<file path="src/art_pkg.sv">
// Constants, register map and field layout of the auto-reload PWM/capture timer
// ----------------------------------------------------------------------------
// ----------------------------------------------------------------------------
package art_pkg;

  // --------------------------------------------------------------------------
  // Register word indices; the byte address on the bus is four times the index
  // --------------------------------------------------------------------------
  localparam logic [7:0] ADDR_MODE = 8'hD5;
  localparam logic [7:0] ADDR_FLAGS = 8'hD6;
  localparam logic [7:0] ADDR_CLKEDGE = 8'hD7;
  localparam logic [7:0] ADDR_RELOAD = 8'hD9;
  localparam logic [7:0] ADDR_COMPARE = 8'hDA;
  localparam logic [7:0] ADDR_LOAD = 8'hDB;
  localparam logic [7:0] ADDR_PRESC = 8'hDC;

  // --------------------------------------------------------------------------
  // Field positions
  // --------------------------------------------------------------------------
  localparam int MC_LOAD = 7;
  localparam int MC_GATE = 6;
  localparam int MC_PWM_DRIVE_ENABLE = 5;
  localparam int MC_EIE = 4;
  localparam int MC_MATCH_IRQ_ENABLE = 3;
  localparam int MC_OVERFLOW_IRQ_ENABLE = 2;
  localparam int FL_EDGE = 2;
  localparam int FL_MATCH = 1;
  localparam int FL_OVF = 0;
  localparam int CE_EDGE_EN = 2;
  localparam int CE_FALLING = 3;

  // --------------------------------------------------------------------------
  // Reset values and widths
  // --------------------------------------------------------------------------
  localparam logic [7:0] MODE_RESET = 8'h00;
  localparam logic [7:0] BYTE_ZERO = 8'h00;
  localparam logic [7:0] BYTE_ONES = 8'hFF;
  localparam logic [6:0] PSC_ZERO = 7'h00;
  localparam logic [1:0] DIV3_LAST = 2'h2;
  localparam int PSC_W = 7;

  typedef enum logic [1:0] {MODE_RELOAD, MODE_CAPTURE, MODE_CAP_RESET, MODE_EXT_LOAD} art_mode_t;
  typedef enum logic [1:0] {CLK_INT, CLK_DIV3, CLK_PIN, CLK_RSVD} art_clk_t;

  // Control fields gathered from the clock/edge register
  typedef struct packed {
    logic [2:0] presc_tap;
    logic rsvd;
    logic falling;
    logic edge_en;
    art_clk_t clk_sel;
  } art_clkedge_t;

endpackage : art_pkg

</file>
<file path="src/art_timer.sv">
// Auto-reload PWM/capture timer with APB register slave
//
// Added by the designer: register access over APB.
`timescale 1ns/100ps
`default_nettype none
module art_timer
(
  // Clock, enable, reset
  input wire logic clk,
  input wire logic clk_en,
  input wire logic rst_b,
  // APB slave
  input wire logic psel,
  input wire logic penable,
  input wire logic pwrite,
  input wire logic [31:0] paddr,
  input wire logic [31:0] pwdata,
  output logic [31:0] prdata,
  output logic pready,
  output logic pslverr,
  // Pins
  input wire logic timer_input_pin,
  output logic pwm_out_pin,
  output logic pwm_out_oe,
  // Interrupt request
  output logic timer_irq
);

  // --------------------------------------------------------------------------
  // Registers
  // --------------------------------------------------------------------------
  logic [7:0] mode_ctl_r;
  logic [2:0] flags_r;
  art_pkg::art_clkedge_t clkedge_r;
  logic [7:0] reload_capture_value_r;
  logic [7:0] compare_value_r;
  logic [7:0] up_counter_r;
  logic [art_pkg::PSC_W-1:0] timer_prescaler_r;
  logic [1:0] div3_r;
  logic pin_s1_r;
  logic pin_s2_r;
  logic pin_s3_r;
  logic pwm_r;
  logic [31:0] prdata_r;

  art_pkg::art_mode_t mode;
  logic wr;
  logic rd;
  logic [7:0] wbyte;
  logic load_cmd;
  logic load_port_wr;
  logic pin_rise;
  logic pin_fall;
  logic edge_evt;
  logic src_tick;
  logic presc_tick;
  logic [art_pkg::PSC_W-1:0] psc_inc;
  logic overflow;
  logic match;
  logic capture;
  logic cap_reset;
  logic ext_load;
  logic count_gate;
  logic [7:0] reg_idx;
  logic addr_ok;

  localparam logic [art_pkg::PSC_W-1:0] PSC_ONE = {{(art_pkg::PSC_W - 1){1'b0}}, 1'b1};

  // --------------------------------------------------------------------------
  // Bus decode
  // --------------------------------------------------------------------------
  // Zero-wait slave: every access completes in its first access cycle
  // Each register sits on an aligned word; misaligned or high addresses are refused
  assign reg_idx = paddr[9:2];
  assign addr_ok = ~|paddr[31:10] & ~|paddr[1:0];
  assign pready = 1'b1;
  assign wr = psel & penable & pwrite & clk_en & addr_ok;
  assign rd = psel & penable & ~pwrite;
  assign wbyte = pwdata[7:0];
  assign mode = art_pkg::art_mode_t'(mode_ctl_r[1:0]);
  assign count_gate = mode_ctl_r[art_pkg::MC_GATE];
  assign load_cmd = wr && reg_idx == art_pkg::ADDR_MODE && wbyte[art_pkg::MC_LOAD];
  assign load_port_wr = wr && reg_idx == art_pkg::ADDR_LOAD;

  // Unmapped addresses answer with an error, upper address bits must be zero
  always_comb
  begin
    pslverr = 1'b0;
    if (psel && penable)
    begin
      unique case (reg_idx)
        art_pkg::ADDR_MODE, art_pkg::ADDR_FLAGS, art_pkg::ADDR_CLKEDGE, art_pkg::ADDR_RELOAD,
        art_pkg::ADDR_COMPARE, art_pkg::ADDR_LOAD, art_pkg::ADDR_PRESC: pslverr = ~addr_ok;
        default: pslverr = 1'b1;
      endcase
    end
  end

  // --------------------------------------------------------------------------
  // Input pin synchroniser and edge detection
  // --------------------------------------------------------------------------
  // Third stage gives a clean previous value; the first stage feeds only the second
  always_ff @(posedge clk)
  begin
    if (!rst_b)
    begin
      pin_s1_r <= 1'b0;
      pin_s2_r <= 1'b0;
      pin_s3_r <= 1'b0;
    end
    else if (clk_en)
    begin
      pin_s1_r <= timer_input_pin;
      pin_s2_r <= pin_s1_r;
      pin_s3_r <= pin_s2_r;
    end
  end

  assign pin_rise = pin_s2_r & ~pin_s3_r;
  assign pin_fall = ~pin_s2_r & pin_s3_r;
  // Active edge only while detection is enabled, polarity from the edge select bit
  assign edge_evt = clkedge_r.edge_en & (clkedge_r.falling ? pin_fall : pin_rise);
  assign capture = edge_evt && (mode == art_pkg::MODE_CAPTURE || mode == art_pkg::MODE_CAP_RESET);
  assign cap_reset = edge_evt && mode == art_pkg::MODE_CAP_RESET;
  assign ext_load = edge_evt && mode == art_pkg::MODE_EXT_LOAD;

  // --------------------------------------------------------------------------
  // Clock source and prescaler
  // --------------------------------------------------------------------------
  // The pin source counts its rising edges; reserved selection gives no ticks
  always_comb
  begin
    unique case (clkedge_r.clk_sel)
      art_pkg::CLK_INT: src_tick = 1'b1;
      art_pkg::CLK_DIV3: src_tick = div3_r == art_pkg::DIV3_LAST;
      art_pkg::CLK_PIN: src_tick = pin_rise;
      art_pkg::CLK_RSVD: src_tick = 1'b0;
    endcase
  end

  assign psc_inc = timer_prescaler_r + PSC_ONE;
  // Tap n steps the counter each time prescaler bit n-1 rises, so ratio is 2^n
  always_comb
  begin
    if (clkedge_r.presc_tap == 3'h0)
      presc_tick = src_tick;
    else
      presc_tick = src_tick & psc_inc[clkedge_r.presc_tap - 3'h1] & ~timer_prescaler_r[clkedge_r.presc_tap - 3'h1];
  end

  // Divide-by-three phase runs only while counting so a stopped timer stays frozen
  always_ff @(posedge clk)
  begin
    if (!rst_b)
      div3_r <= 2'h0;
    else if (clk_en && count_gate)
      div3_r <= (div3_r == art_pkg::DIV3_LAST) ? 2'h0 : div3_r + 2'h1;
  end

  // --------------------------------------------------------------------------
  // Counter events
  // --------------------------------------------------------------------------
  assign overflow = count_gate & presc_tick & (up_counter_r == art_pkg::BYTE_ONES);
  // Match is taken when the counter steps onto the compare value, once per visit
  assign match = count_gate & presc_tick & (up_counter_r + 8'h01 == compare_value_r) & ~overflow;

  // Prescaler: any counter load clears it, gate low freezes it
  always_ff @(posedge clk)
  begin
    if (!rst_b)
      timer_prescaler_r <= art_pkg::PSC_ZERO;
    else if (clk_en)
    begin
      if (load_cmd || load_port_wr || cap_reset || ext_load || (overflow && mode == art_pkg::MODE_RELOAD))
        timer_prescaler_r <= art_pkg::PSC_ZERO;
      else if (count_gate && src_tick)
        timer_prescaler_r <= psc_inc;
    end
  end

  // Counter: software and edge loads win over the counting step
  always_ff @(posedge clk)
  begin
    if (!rst_b)
      up_counter_r <= art_pkg::BYTE_ZERO;
    else if (clk_en)
    begin
      if (load_port_wr)
        up_counter_r <= wbyte;
      else if (load_cmd || ext_load)
        up_counter_r <= reload_capture_value_r;
      else if (cap_reset)
        up_counter_r <= art_pkg::BYTE_ZERO;
      else if (overflow && mode == art_pkg::MODE_RELOAD)
        up_counter_r <= reload_capture_value_r;
      else if (count_gate && presc_tick)
        up_counter_r <= up_counter_r + 8'h01;
    end
  end

  // --------------------------------------------------------------------------
  // Software registers
  // --------------------------------------------------------------------------
  // Load bit is a command and is never stored
  always_ff @(posedge clk)
  begin
    if (!rst_b)
      mode_ctl_r <= art_pkg::MODE_RESET;
    else if (wr && reg_idx == art_pkg::ADDR_MODE)
      mode_ctl_r <= {1'b0, wbyte[6:0]};
  end

  // Clock/edge control; the reserved bit is kept at zero
  always_ff @(posedge clk)
  begin
    if (!rst_b)
      clkedge_r <= art_pkg::art_clkedge_t'(art_pkg::BYTE_ZERO);
    else if (wr && reg_idx == art_pkg::ADDR_CLKEDGE)
      clkedge_r <= art_pkg::art_clkedge_t'({wbyte[7:5], 1'b0, wbyte[3:0]});
  end

  // Reload value: written by software, overwritten by a capture
  always_ff @(posedge clk)
  begin
    if (!rst_b)
      reload_capture_value_r <= art_pkg::BYTE_ZERO;
    else if (clk_en)
    begin
      if (capture)
        reload_capture_value_r <= up_counter_r;
      else if (wr && reg_idx == art_pkg::ADDR_RELOAD)
        reload_capture_value_r <= wbyte;
    end
  end

  always_ff @(posedge clk)
  begin
    if (!rst_b)
      compare_value_r <= art_pkg::BYTE_ZERO;
    else if (wr && reg_idx == art_pkg::ADDR_COMPARE)
      compare_value_r <= wbyte;
  end

  // --------------------------------------------------------------------------
  // Event flags
  // --------------------------------------------------------------------------
  // Write zero clears, write one keeps; a same-cycle event wins over the clear
  always_ff @(posedge clk)
  begin
    if (!rst_b)
      flags_r <= 3'h0;
    else if (clk_en)
    begin
      if (wr && reg_idx == art_pkg::ADDR_FLAGS)
        flags_r <= flags_r & wbyte[2:0] | {edge_evt, match, overflow};
      else
        flags_r <= flags_r | {edge_evt, match, overflow};
    end
  end

  // Each enable gates its own flag into the single request line
  assign timer_irq = |(flags_r & {mode_ctl_r[art_pkg::MC_EIE], mode_ctl_r[art_pkg::MC_MATCH_IRQ_ENABLE],
                                  mode_ctl_r[art_pkg::MC_OVERFLOW_IRQ_ENABLE]});

  // --------------------------------------------------------------------------
  // PWM output
  // --------------------------------------------------------------------------
  // Set on overflow and cleared on match in every mode
  always_ff @(posedge clk)
  begin
    if (!rst_b)
      pwm_r <= 1'b0;
    else if (clk_en)
    begin
      if (overflow)
        pwm_r <= 1'b1;
      else if (match)
        pwm_r <= 1'b0;
    end
  end

  // Pin is released, not driven low, while the output is disabled
  assign pwm_out_pin = pwm_r & mode_ctl_r[art_pkg::MC_PWM_DRIVE_ENABLE];
  assign pwm_out_oe = mode_ctl_r[art_pkg::MC_PWM_DRIVE_ENABLE];

  // --------------------------------------------------------------------------
  // Read data
  // --------------------------------------------------------------------------
  // Registered in the setup cycle so data is stable in the access cycle
  always_ff @(posedge clk)
  begin
    if (!rst_b)
      prdata_r <= 32'h0000_0000;
    else if (psel && !penable && !pwrite)
    begin
      // A refused address falls to the default and reads zero
      unique case (addr_ok ? reg_idx : art_pkg::BYTE_ZERO)
        art_pkg::ADDR_MODE: prdata_r <= {24'h000000, mode_ctl_r};
        art_pkg::ADDR_FLAGS: prdata_r <= {29'h0, flags_r};
        art_pkg::ADDR_CLKEDGE: prdata_r <= {24'h000000, clkedge_r};
        art_pkg::ADDR_RELOAD: prdata_r <= {24'h000000, reload_capture_value_r};
        art_pkg::ADDR_COMPARE: prdata_r <= {24'h000000, compare_value_r};
        art_pkg::ADDR_LOAD: prdata_r <= {24'h000000, up_counter_r};
        art_pkg::ADDR_PRESC: prdata_r <= {25'h0, timer_prescaler_r};
        default: prdata_r <= 32'h0000_0000;
      endcase
    end
  end

  assign prdata = rd ? prdata_r : 32'h0000_0000;

endmodule : art_timer
`default_nettype wire

</file>
<file path="config.mk">
export PLATFORM = sky130hd
export DESIGN_NAME = art_timer
export DESIGN_NICKNAME = d
export VERILOG_FILES = /design/src/art_pkg.sv /design/src/art_timer.sv
export SDC_FILE = /design/constraint.sdc
export NUM_CORES = 1
export LEC_CHECK = 0
export BUFFER_PORTS_ARGS = -buffer_cell sky130_fd_sc_hd__buf_2
export CELL_PAD_IN_SITES_DETAIL_PLACEMENT = 2
export CELL_PAD_IN_SITES_GLOBAL_PLACEMENT = 2
export CORE_ASPECT_RATIO = 1.5
export CORE_MARGIN = 4
export CORE_UTILIZATION = 33
export CTS_BUF_LIST = sky130_fd_sc_hd__clkbuf_4 sky130_fd_sc_hd__clkbuf_8
export CTS_CLUSTER_SIZE = 16
export DETAILED_ROUTE_END_ITERATION = 10
export PLACE_DENSITY_LB_ADDON = 0.1
export SETUP_SLACK_MARGIN = 0.3
export SYNTH_ARGS = -nofsm -noshare
export SYNTH_HDL_FRONTEND = slang
export SYNTH_SLANG_ARGS = --single-unit
</file>
<file path="constraint.sdc">
create_clock -name clk -period 5.59 [get_ports clk]
set_input_delay 0.2795 -clock clk [delete_from_list [all_inputs] [get_ports clk]]
set_output_delay 0.2795 -clock clk [all_outputs]
set_load 0.02 [all_outputs]
</file>
==> load_flow_metrics.sql, run 1 <==
INSERT INTO impl_metrics (metric_group, metric, value, unit) VALUES
('outcome', 'run_status', 'completed', ''),
('clock_network', 'cts_root_buf', 'sky130_fd_sc_hd__clkbuf_8', ''),
('clock_network', 'cts_sinks', '62', ''),
('cells_and_area', 'insertedDiodeCount', '0', ''),
('sta', 'finalCritPeriodShare', '59.65', '%'),
('floorplanning', 'io-pin-count', '108', ''),
('clock_network', 'clock_tree.buffer_depth', '2', ''),
('clock_network', 'path_clk_slew', '0.07', 'ns'),
('sta', 'setup_tns', '0', 'ns'),
('synth', 'netlist-cell-type-count', '61', ''),
('routing', 'route.layer.met1.wl', '6241', 'microns'),
('power_and_ir_drop', 'p_per_area', '219.1', 'mW/mm^2'),
('routing', 'highest-signal-layer', 'met4', ''),
('routing', 'detail_route.vias_per_cell', '5.691', ''),
('worst_setup_path', 'r2r_end', 'up_counter_r[4]', ''),
('worst_setup_path', 'start_kind', 'register', ''),
('placement', 'gp_weighted_congestion', '0.8294', ''),
('synth', 'ys_async_sr_fraction', '0', '%'),
('placement', 'placement.setup.worst_slack', '2.276', 'ns'),
('clock_network', 'clkLatencyLatePin', '0.37', 'ns'),
('clock_network', 'post_cts.resized_instances', '0', ''),
('global_routing', 'grt_usage', '21.99', '%'),
('run', 'maximum_capacitance_violations', '0', ''),
('power_and_ir_drop', 'worst_ir_drop_vdd', '0.0001207', 'V'),
('worst_setup_path', 'timing.critical_path.to', 'up_counter_r[4]', ''),
('synth', 'synth_top_cell_by_area', 'sky130_fd_sc_hd__dfxtp_1', ''),
('worst_setup_path', 'required', '5.86', 'ns'),
('clock_network', 'cts_setup_buffers', '0', ''),
('placement', 'number_of_buffers_added_on_ports', '58', ''),
('clock_network', 'cts_tree', 'built', ''),
('floorplanning', 'dieWidth', '97.26', 'microns'),
('cells_and_area', 'final.fill_count', '1385', ''),
('synth', 'synth.yosys.warnings', '0', ''),
('floorplanning', 'starting_density', '34.02', '%'),
('clock_network', 'number_of_buffers_inserted_during_clock_tree_synthesis', '9', ''),
('sta', 'rsz0062_at_grt', 'false', ''),
('synth', 'synth_top_cell_area_share', '31.47', '%'),
('worst_setup_path', 'rr_worst_depth', '8', ''),
('worst_setup_path', 'timing_worst_setup_path_type', 'register to register', ''),
('worst_setup_path', 'critPathMaxFanout', '9', ''),
('sta', 'max_transition_margin', '32.00', '%'),
('hold_path', 'holdCritPathClass', 'input pin to register', ''),
('floorplanning', 'die_height', '141.9', 'microns'),
('routing', 'route.detailed.wl_per_inst', '21.80', 'microns'),
('cells_and_area', 'area_growth_syn_to_layout', '13.55', '%'),
('floorplanning', 'die_area', '0.01380', 'sq mm'),
('routing', 'detailedRoute.firstPassIterationCount', '4', ''),
('sta', 'hold_violations', '0', ''),
('sta', 'tightest_slew', '1.009', 'ns'),
('worst_setup_path', 'worst_setup_path_end_kind', 'register', ''),
('clock_network', 'h-tree-depth', '3', ''),
('worst_setup_path', 'cp_data_arrival_time', '3.61', 'ns'),
('placement', 'hpwlAfterDp', '11690', 'microns'),
('sta', 'final.min_clock_period', '3.335', 'ns'),
('hold_path', 'holdCritStartpoint', 'timer_input_pin', ''),
('floorplanning', 'num_rows', '48', ''),
('routing', 'routed-wl-met3', '509', 'microns'),
('synth', 'mappedNetlistArea', '0.003944', 'sq mm'),
('global_routing', 'first_global_vias', '4227', ''),
('clock_network', 'cts_hold_bufs', '0', ''),
('global_routing', 'grt_pass1_wl', '23660', 'microns'),
('global_routing', 'largest_net_degree_at_the_start_of_global_routing', '34', ''),
('synth', 'synth-edff-count', '0', ''),
('routing', 'detail_route.iter0.violations', '190', ''),
('sta', 'setup_violations', '0', ''),
('sta', 'fin_skew', '0.007814', 'ns'),
('sta', 'final_max_slew_viol_count', '0', ''),
('worst_setup_path', 'r2r_start', 'clkedge_r[5]', ''),
('placement', 'dpl-instance-area', '0.004255', 'sq mm'),
('routing', 'drc', '0', ''),
('global_routing', 'grt.overflow.total', '0', '');
## routing by layer
layer  GRT usage [%]  vias to the layer above
li1                -                     1841
met1           25.72                     1992
met2           41.01                       87
met3           3.050                       18
met4           7.294                        0
met5               0                        -
## power breakdown
| part | switching [uW] | internal (uW) | leakage (uW) | total [uW] |
|---|---|---|---|---|
| Combinational | 56.6 | 21.6 | 0.00104 | 78.2 |
| Clock | 197 | 261 | 0.000108 | 458 |
| Sequential | 1.20 | 443 | 0.000500 | 445 |
## worst min path at each step
stage | slack (ns) | end | cells after the start
after floorplan | 0.42 | mode_ctl_r[0] | 2
after global placement | 0.45 | prdata_r[5] | 2
after detailed placement | 0.47 | prdata_r[5] | 2
after CTS | 0.15 | pin_s1_r | 3
after global routing | 0.19 | pin_s1_r | 3
final | 0.15 | pin_s1_r | 3
## layout by cell type (no fill, tap or decap), types with 3 or more instances in the layout
master	n
sky130_fd_sc_hd__nor3b_1	4
sky130_fd_sc_hd__buf_2	58
sky130_fd_sc_hd__inv_1	11
sky130_fd_sc_hd__buf_4	7
sky130_fd_sc_hd__and3_1	9
sky130_fd_sc_hd__a22oi_1	8
sky130_fd_sc_hd__nand3_1	39
sky130_fd_sc_hd__conb_1	25
sky130_fd_sc_hd__mux2_2	6
sky130_fd_sc_hd__o21ai_1	3
sky130_fd_sc_hd__nor3_1	7
sky130_fd_sc_hd__o31ai_1	11
sky130_fd_sc_hd__mux2i_1	20
sky130_fd_sc_hd__a21oi_1	24
sky130_fd_sc_hd__nor2_1	47
sky130_fd_sc_hd__nand2_1	44
sky130_fd_sc_hd__a311oi_1	8
sky130_fd_sc_hd__a22o_1	6
sky130_fd_sc_hd__nor4_1	6
sky130_fd_sc_hd__and2_1	14
sky130_fd_sc_hd__a222oi_1	4
sky130_fd_sc_hd__nand2b_1	3
sky130_fd_sc_hd__nand4_1	5
sky130_fd_sc_hd__a211oi_1	3
sky130_fd_sc_hd__a221oi_1	9
sky130_fd_sc_hd__clkbuf_8	10
sky130_fd_sc_hd__nor2b_1	8
sky130_fd_sc_hd__o21ai_0	18
sky130_fd_sc_hd__xor2_1	5
sky130_fd_sc_hd__ha_1	7
sky130_fd_sc_hd__xnor2_1	10
sky130_fd_sc_hd__dfxtp_1	62
## logic make-up after synthesis
| group | share of synthesized area [%] |
|---|---|
| other | 0.1904 |
| XOR/XNOR | 3.331 |
| AND/OR/NAND/NOR | 27.19 |
| AO/OA/AOI/OAI | 20.02 |
| flip-flops | 31.47 |
| adder cells (fa/ha/maj) | 2.221 |
| buffers and inverters | 8.788 |
| multiplexers | 6.789 |
## sequential cells by signal (all words and copies together) (netlist names), 2 cells and up
name,count
timer_prescaler_r,7
prdata_r,8
mode_ctl_r,7
flags_r,3
up_counter_r,8
clkedge_r,7
div3_r,2
reload_capture_value_r,8
compare_value_r,8
## cell type report
| class | count | area (sq um) | share of cell area, % |
|---|---|---|---|
| Clock buffer | 10 | 137.6 | 3.073 |
| Sequential cell | 62 | 1241 | 27.72 |
| Clock inverter | 6 | 85.08 | 1.900 |
| Multi-Input combinational cell | 388 | 2442 | 54.54 |
| Inverter | 11 | 41.29 | 0.9220 |
| Tap cell | 150 | 187.7 | 4.191 |
| Timing Repair Buffer | 65 | 342.8 | 7.656 |
## synth_stat cells, drive strengths merged, types with 8 or more instances
library cell,n
nor2b,8
a22oi,8
o21ai,21
a21oi,24
and3,9
inv,11
and2,14
a221oi,9
o31ai,11
dfxtp,62
nand2,44
a311oi,8
xnor2,10
buf,35
nand3,39
clkbuf,18
mux2i,20
nor2,47
## per-stage QoR
step	util, %	total power [uW]	std cells
after floorplan	-	511.3	514
after global placement	36.71	530.0	676
after detailed placement	36.71	532.9	676
after CTS	38.63	993.2	692
after global routing	38.63	1016	692
final	38.63	981.1	692
## worst max-delay path: stages, from the launching register on
cell                       delay, ns
sky130_fd_sc_hd__dfxtp_1        0.53
sky130_fd_sc_hd__inv_1          0.12
sky130_fd_sc_hd__ha_1           0.38
sky130_fd_sc_hd__o311a_1        0.15
sky130_fd_sc_hd__o311ai_1       0.57
sky130_fd_sc_hd__nand4_1        0.37
sky130_fd_sc_hd__o21ai_1        0.59
sky130_fd_sc_hd__a221oi_1       0.22
sky130_fd_sc_hd__o31ai_1        0.29
Power figures use the tool's default switching activity.
==> run 2: changes to the inputs <==
- CORE_UTILIZATION: 33 -> 31
- clock period: 5.59 -> 3.15 ns (I/O delays scaled with it)
==> run 2 against run 1 <==
Compared with the run above:
- sequential share of layout area fell by 0.65 points
- cell area rose by 2.5%
- critical endpoint is now timer_prescaler_r[6]
- largest power group unchanged
- non-clock buffer count rose by 13
==> load_flow_metrics.sql, run 2 (synthesized netlist as in run 1, its figures left out) <==
INSERT INTO impl_metrics (metric_group, metric, value, unit) VALUES
('worst_setup_path', 'critPathMaxFanout', '9', ''),
('worst_setup_path', 'start_kind', 'register', ''),
('clock_network', 'number_of_buffers_inserted_during_clock_tree_synthesis', '9', ''),
('sta', 'fin_skew', '0.01354', 'ns'),
('power_and_ir_drop', 'tot_pwr', '1741', 'uW'),
('cells_and_area', 'insertedDiodeCount', '0', ''),
('routing', 'drc', '0', ''),
('sta', 'final.min_clock_period', '2.665', 'ns'),
('sta', 'fmaxAchievable', '375.2', 'MHz'),
('cells_and_area', 'most_frequent_standard_cell_in_the_layout_excluding_fill_and_tap_cells', 'sky130_fd_sc_hd__dfxtp_1', ''),
('power_and_ir_drop', 'p_per_area', '379.3', 'mW/mm^2'),
('cells_and_area', 'multi_input_area', '0.002450', 'sq mm'),
('routing', 'antenna_violating_nets_post_route', '0', ''),
('floorplanning', 'die_height', '146.1', 'microns'),
('sta', 'tightest_slew', '0.9931', 'ns'),
('routing', 'vias', '3900', ''),
('sta', 'hold_violations', '0', ''),
('floorplanning', 'dieWidth', '100.1', 'microns'),
('placement', 'number_of_buffers_added_on_ports', '58', ''),
('routing', 'detail_route.iter0.violations', '207', ''),
('worst_setup_path', 'worst_path_dominant_cell_family', 'simple AND/OR/NAND/NOR gates', ''),
('placement', 'numPlacedInstances', '692', ''),
('power_and_ir_drop', 'leakage_component_of_the_power', '0.001715', 'uW'),
('sta', 'rsz0062_at_grt', 'false', ''),
('clock_network', 'cts_root_buf', 'sky130_fd_sc_hd__clkbuf_8', ''),
('worst_setup_path', 'path_buf_inv', '3', ''),
('worst_setup_path', 'critical_path.max_stage_delay', '0.42', 'ns'),
('clock_network', 'cts_sinks', '62', ''),
('sta', 'post-route-worst-setup-slack', '0.4845', 'ns'),
('sta', 'setup_violations', '0', ''),
('floorplanning', 'coreArea', '0.01245', 'sq mm'),
('hold_path', 'holdCritPathClass', 'input pin to register', ''),
('placement', 'hpwlAfterDp', '11850', 'microns'),
('floorplanning', 'die_area', '0.01463', 'sq mm'),
('cells_and_area', 'drive_gt1_share', '20.54', '%'),
('sta', 'fin_worst_hold_slack', '0.04467', 'ns'),
('worst_setup_path', 'timing_worst_setup_path_type', 'register to register', ''),
('clock_network', 'path_clk_slew', '0.08', 'ns'),
('routing', 'detailedRoute.firstPassIterationCount', '4', ''),
('sta', 'final_max_slew_viol_count', '0', ''),
('routing', 'detail_route.vias_per_cell', '5.485', ''),
('floorplanning', 'num_rows', '50', ''),
('placement', 'placement.setup.worst_slack', '0.1793', 'ns'),
('outcome', 'run_status', 'completed', ''),
('cells_and_area', 'final.fill_count', '1476', ''),
('floorplanning', 'io-pin-count', '108', ''),
('worst_setup_path', 'timing.critical_path.cells', 'inv_1 > ha_1 > nor3b_1 > a41oi_1 > o311ai_2 > nand4_1 > buf_4 > buf_4 > nand4b_4 > or4_1 > o21ai_1', ''),
('worst_setup_path', 'critPathSlowestCell', 'sky130_fd_sc_hd__dfxtp_2', ''),
('clock_network', 'h-tree-depth', '3', ''),
('cells_and_area', 'area_growth_syn_to_layout', '16.40', '%'),
('global_routing', 'largest_net_degree_at_the_start_of_global_routing', '40', ''),
('worst_setup_path', 'required', '3.43', 'ns'),
('global_routing', 'grt_pass1_wl', '24400', 'microns'),
('power_and_ir_drop', 'worst_ir_drop_vdd', '0.0002204', 'V'),
('global_routing', 'first_global_vias', '4232', ''),
('clock_network', 'cts_hold_bufs', '0', ''),
('sta', 'finalCritPeriodShare', '84.62', '%'),
('global_routing', 'antenna_found_initial', '0', ''),
('run', 'maximum_capacitance_violations', '0', ''),
('cells_and_area', 'fin_cells', '711', ''),
('clock_network', 'clkLatencyLatePin', '0.35', 'ns'),
('routing', 'routed_wl', '15380', 'microns'),
('cells_and_area', 'final_net_count', '628', ''),
('worst_setup_path', 'worst_setup_path_end_kind', 'register', ''),
('cells_and_area', 'seq_area', '0.001242', 'sq mm'),
('worst_setup_path', 'worst_path_most_repeated_cell', 'sky130_fd_sc_hd__buf_4', ''),
('sta', 'max_transition_margin', '33.07', '%'),
('floorplanning', 'starting_density', '31.68', '%'),
('placement', 'gp_weighted_congestion', '0.8447', ''),
('global_routing', 'grt_usage', '21.56', '%'),
('cells_and_area', 'mostFrequentLayoutCells', 'sky130_fd_sc_hd__dfxtp_1, sky130_fd_sc_hd__buf_2, sky130_fd_sc_hd__nor2_1', ''),
('worst_setup_path', 'cp_data_arrival_time', '2.95', 'ns'),
('clock_network', 'clock_tree.buffer_depth', '2', ''),
('global_routing', 'grt.overflow.total', '0', ''),
('sta', 'setup_tns', '0', 'ns'),
('clock_network', 'cts_tree', 'built', ''),
('routing', 'route.detailed.wl_per_inst', '21.62', 'microns');
[run 2: cell count changes in the layout (fill, tap and decap cells not counted), sizes merged]
cell    before  now
inv         11   12
clkbuf      10    9
buf         65   78
[run 2: area by class of cell]
class | instances | share of cell area [%]
multi-input cells | 388 | 53.37
clock inverters | 7 | 2.126
repair buffers | 78 | 9.594
well taps | 156 | 4.252
flip-flops and latches | 62 | 27.06
inverters | 11 | 0.8994
clock buffers | 9 | 2.698
[run 2: layer usage]
| layer | share of wire, % | global-route usage [%] | vias to the layer above |
|---|---|---|---|
| li1 | - | - | 1860 |
| met1 | 41 | 26.39 | 1940 |
| met2 | 53 | 38.57 | 87 |
| met3 | 3.4 | 3.107 | 13 |
| met4 | 1.7 | 6.339 | 0 |
| met5 | 0 | 0 | - |
[run 2: final timing paths]
kind / start / end / slack (ns) / depth (start not counted)
setup / recovery: clkedge_r[5] / timer_prescaler_r[6] / 0.48 / 11
hold / removal: timer_input_pin / pin_s1_r / 0.04 / 3
setup reg to reg: clkedge_r[5] / timer_prescaler_r[6] / 0.48 / 11
hold reg to reg: prdata_r[6] / prdata_r[6] / 0.47 / 2
[run 2: timing repair]
action,in CTS,in global routing
setup endpoints to repair,10,14
buffers inserted,2,1
resized for setup,0,2
pin swaps,2,2
[run 2: stage by stage]
stage | instance area (sq um) | util, %
after global placement | 4338 | 34.84
after global routing | 4591 | 36.87
after CTS | 4574 | 36.74
after floorplan | 4030 | -
after detailed placement | 4338 | 34.84
final | 4591 | 36.87
[run 2: power by group]
| group | switching, uW | total (uW) | internal, uW |
|---|---|---|---|
| registers | 2.21 | 789 | 787 |
| logic | 101 | 141 | 40.1 |
| clock network | 363 | 811 | 448 |
[run 2: worst reg2reg max path, delay by kind of cell, from the launching register on]
| family | cells | cell delay, ns |
|---|---|---|
| AO/OA/AOI/OAI | 3 | 0.56 |
| adder cells (fa/ha/maj) | 1 | 0.36 |
| buffers and inverters | 3 | 0.34 |
| flip-flops | 1 | 0.42 |
| AND/OR/NAND/NOR | 4 | 0.93 |
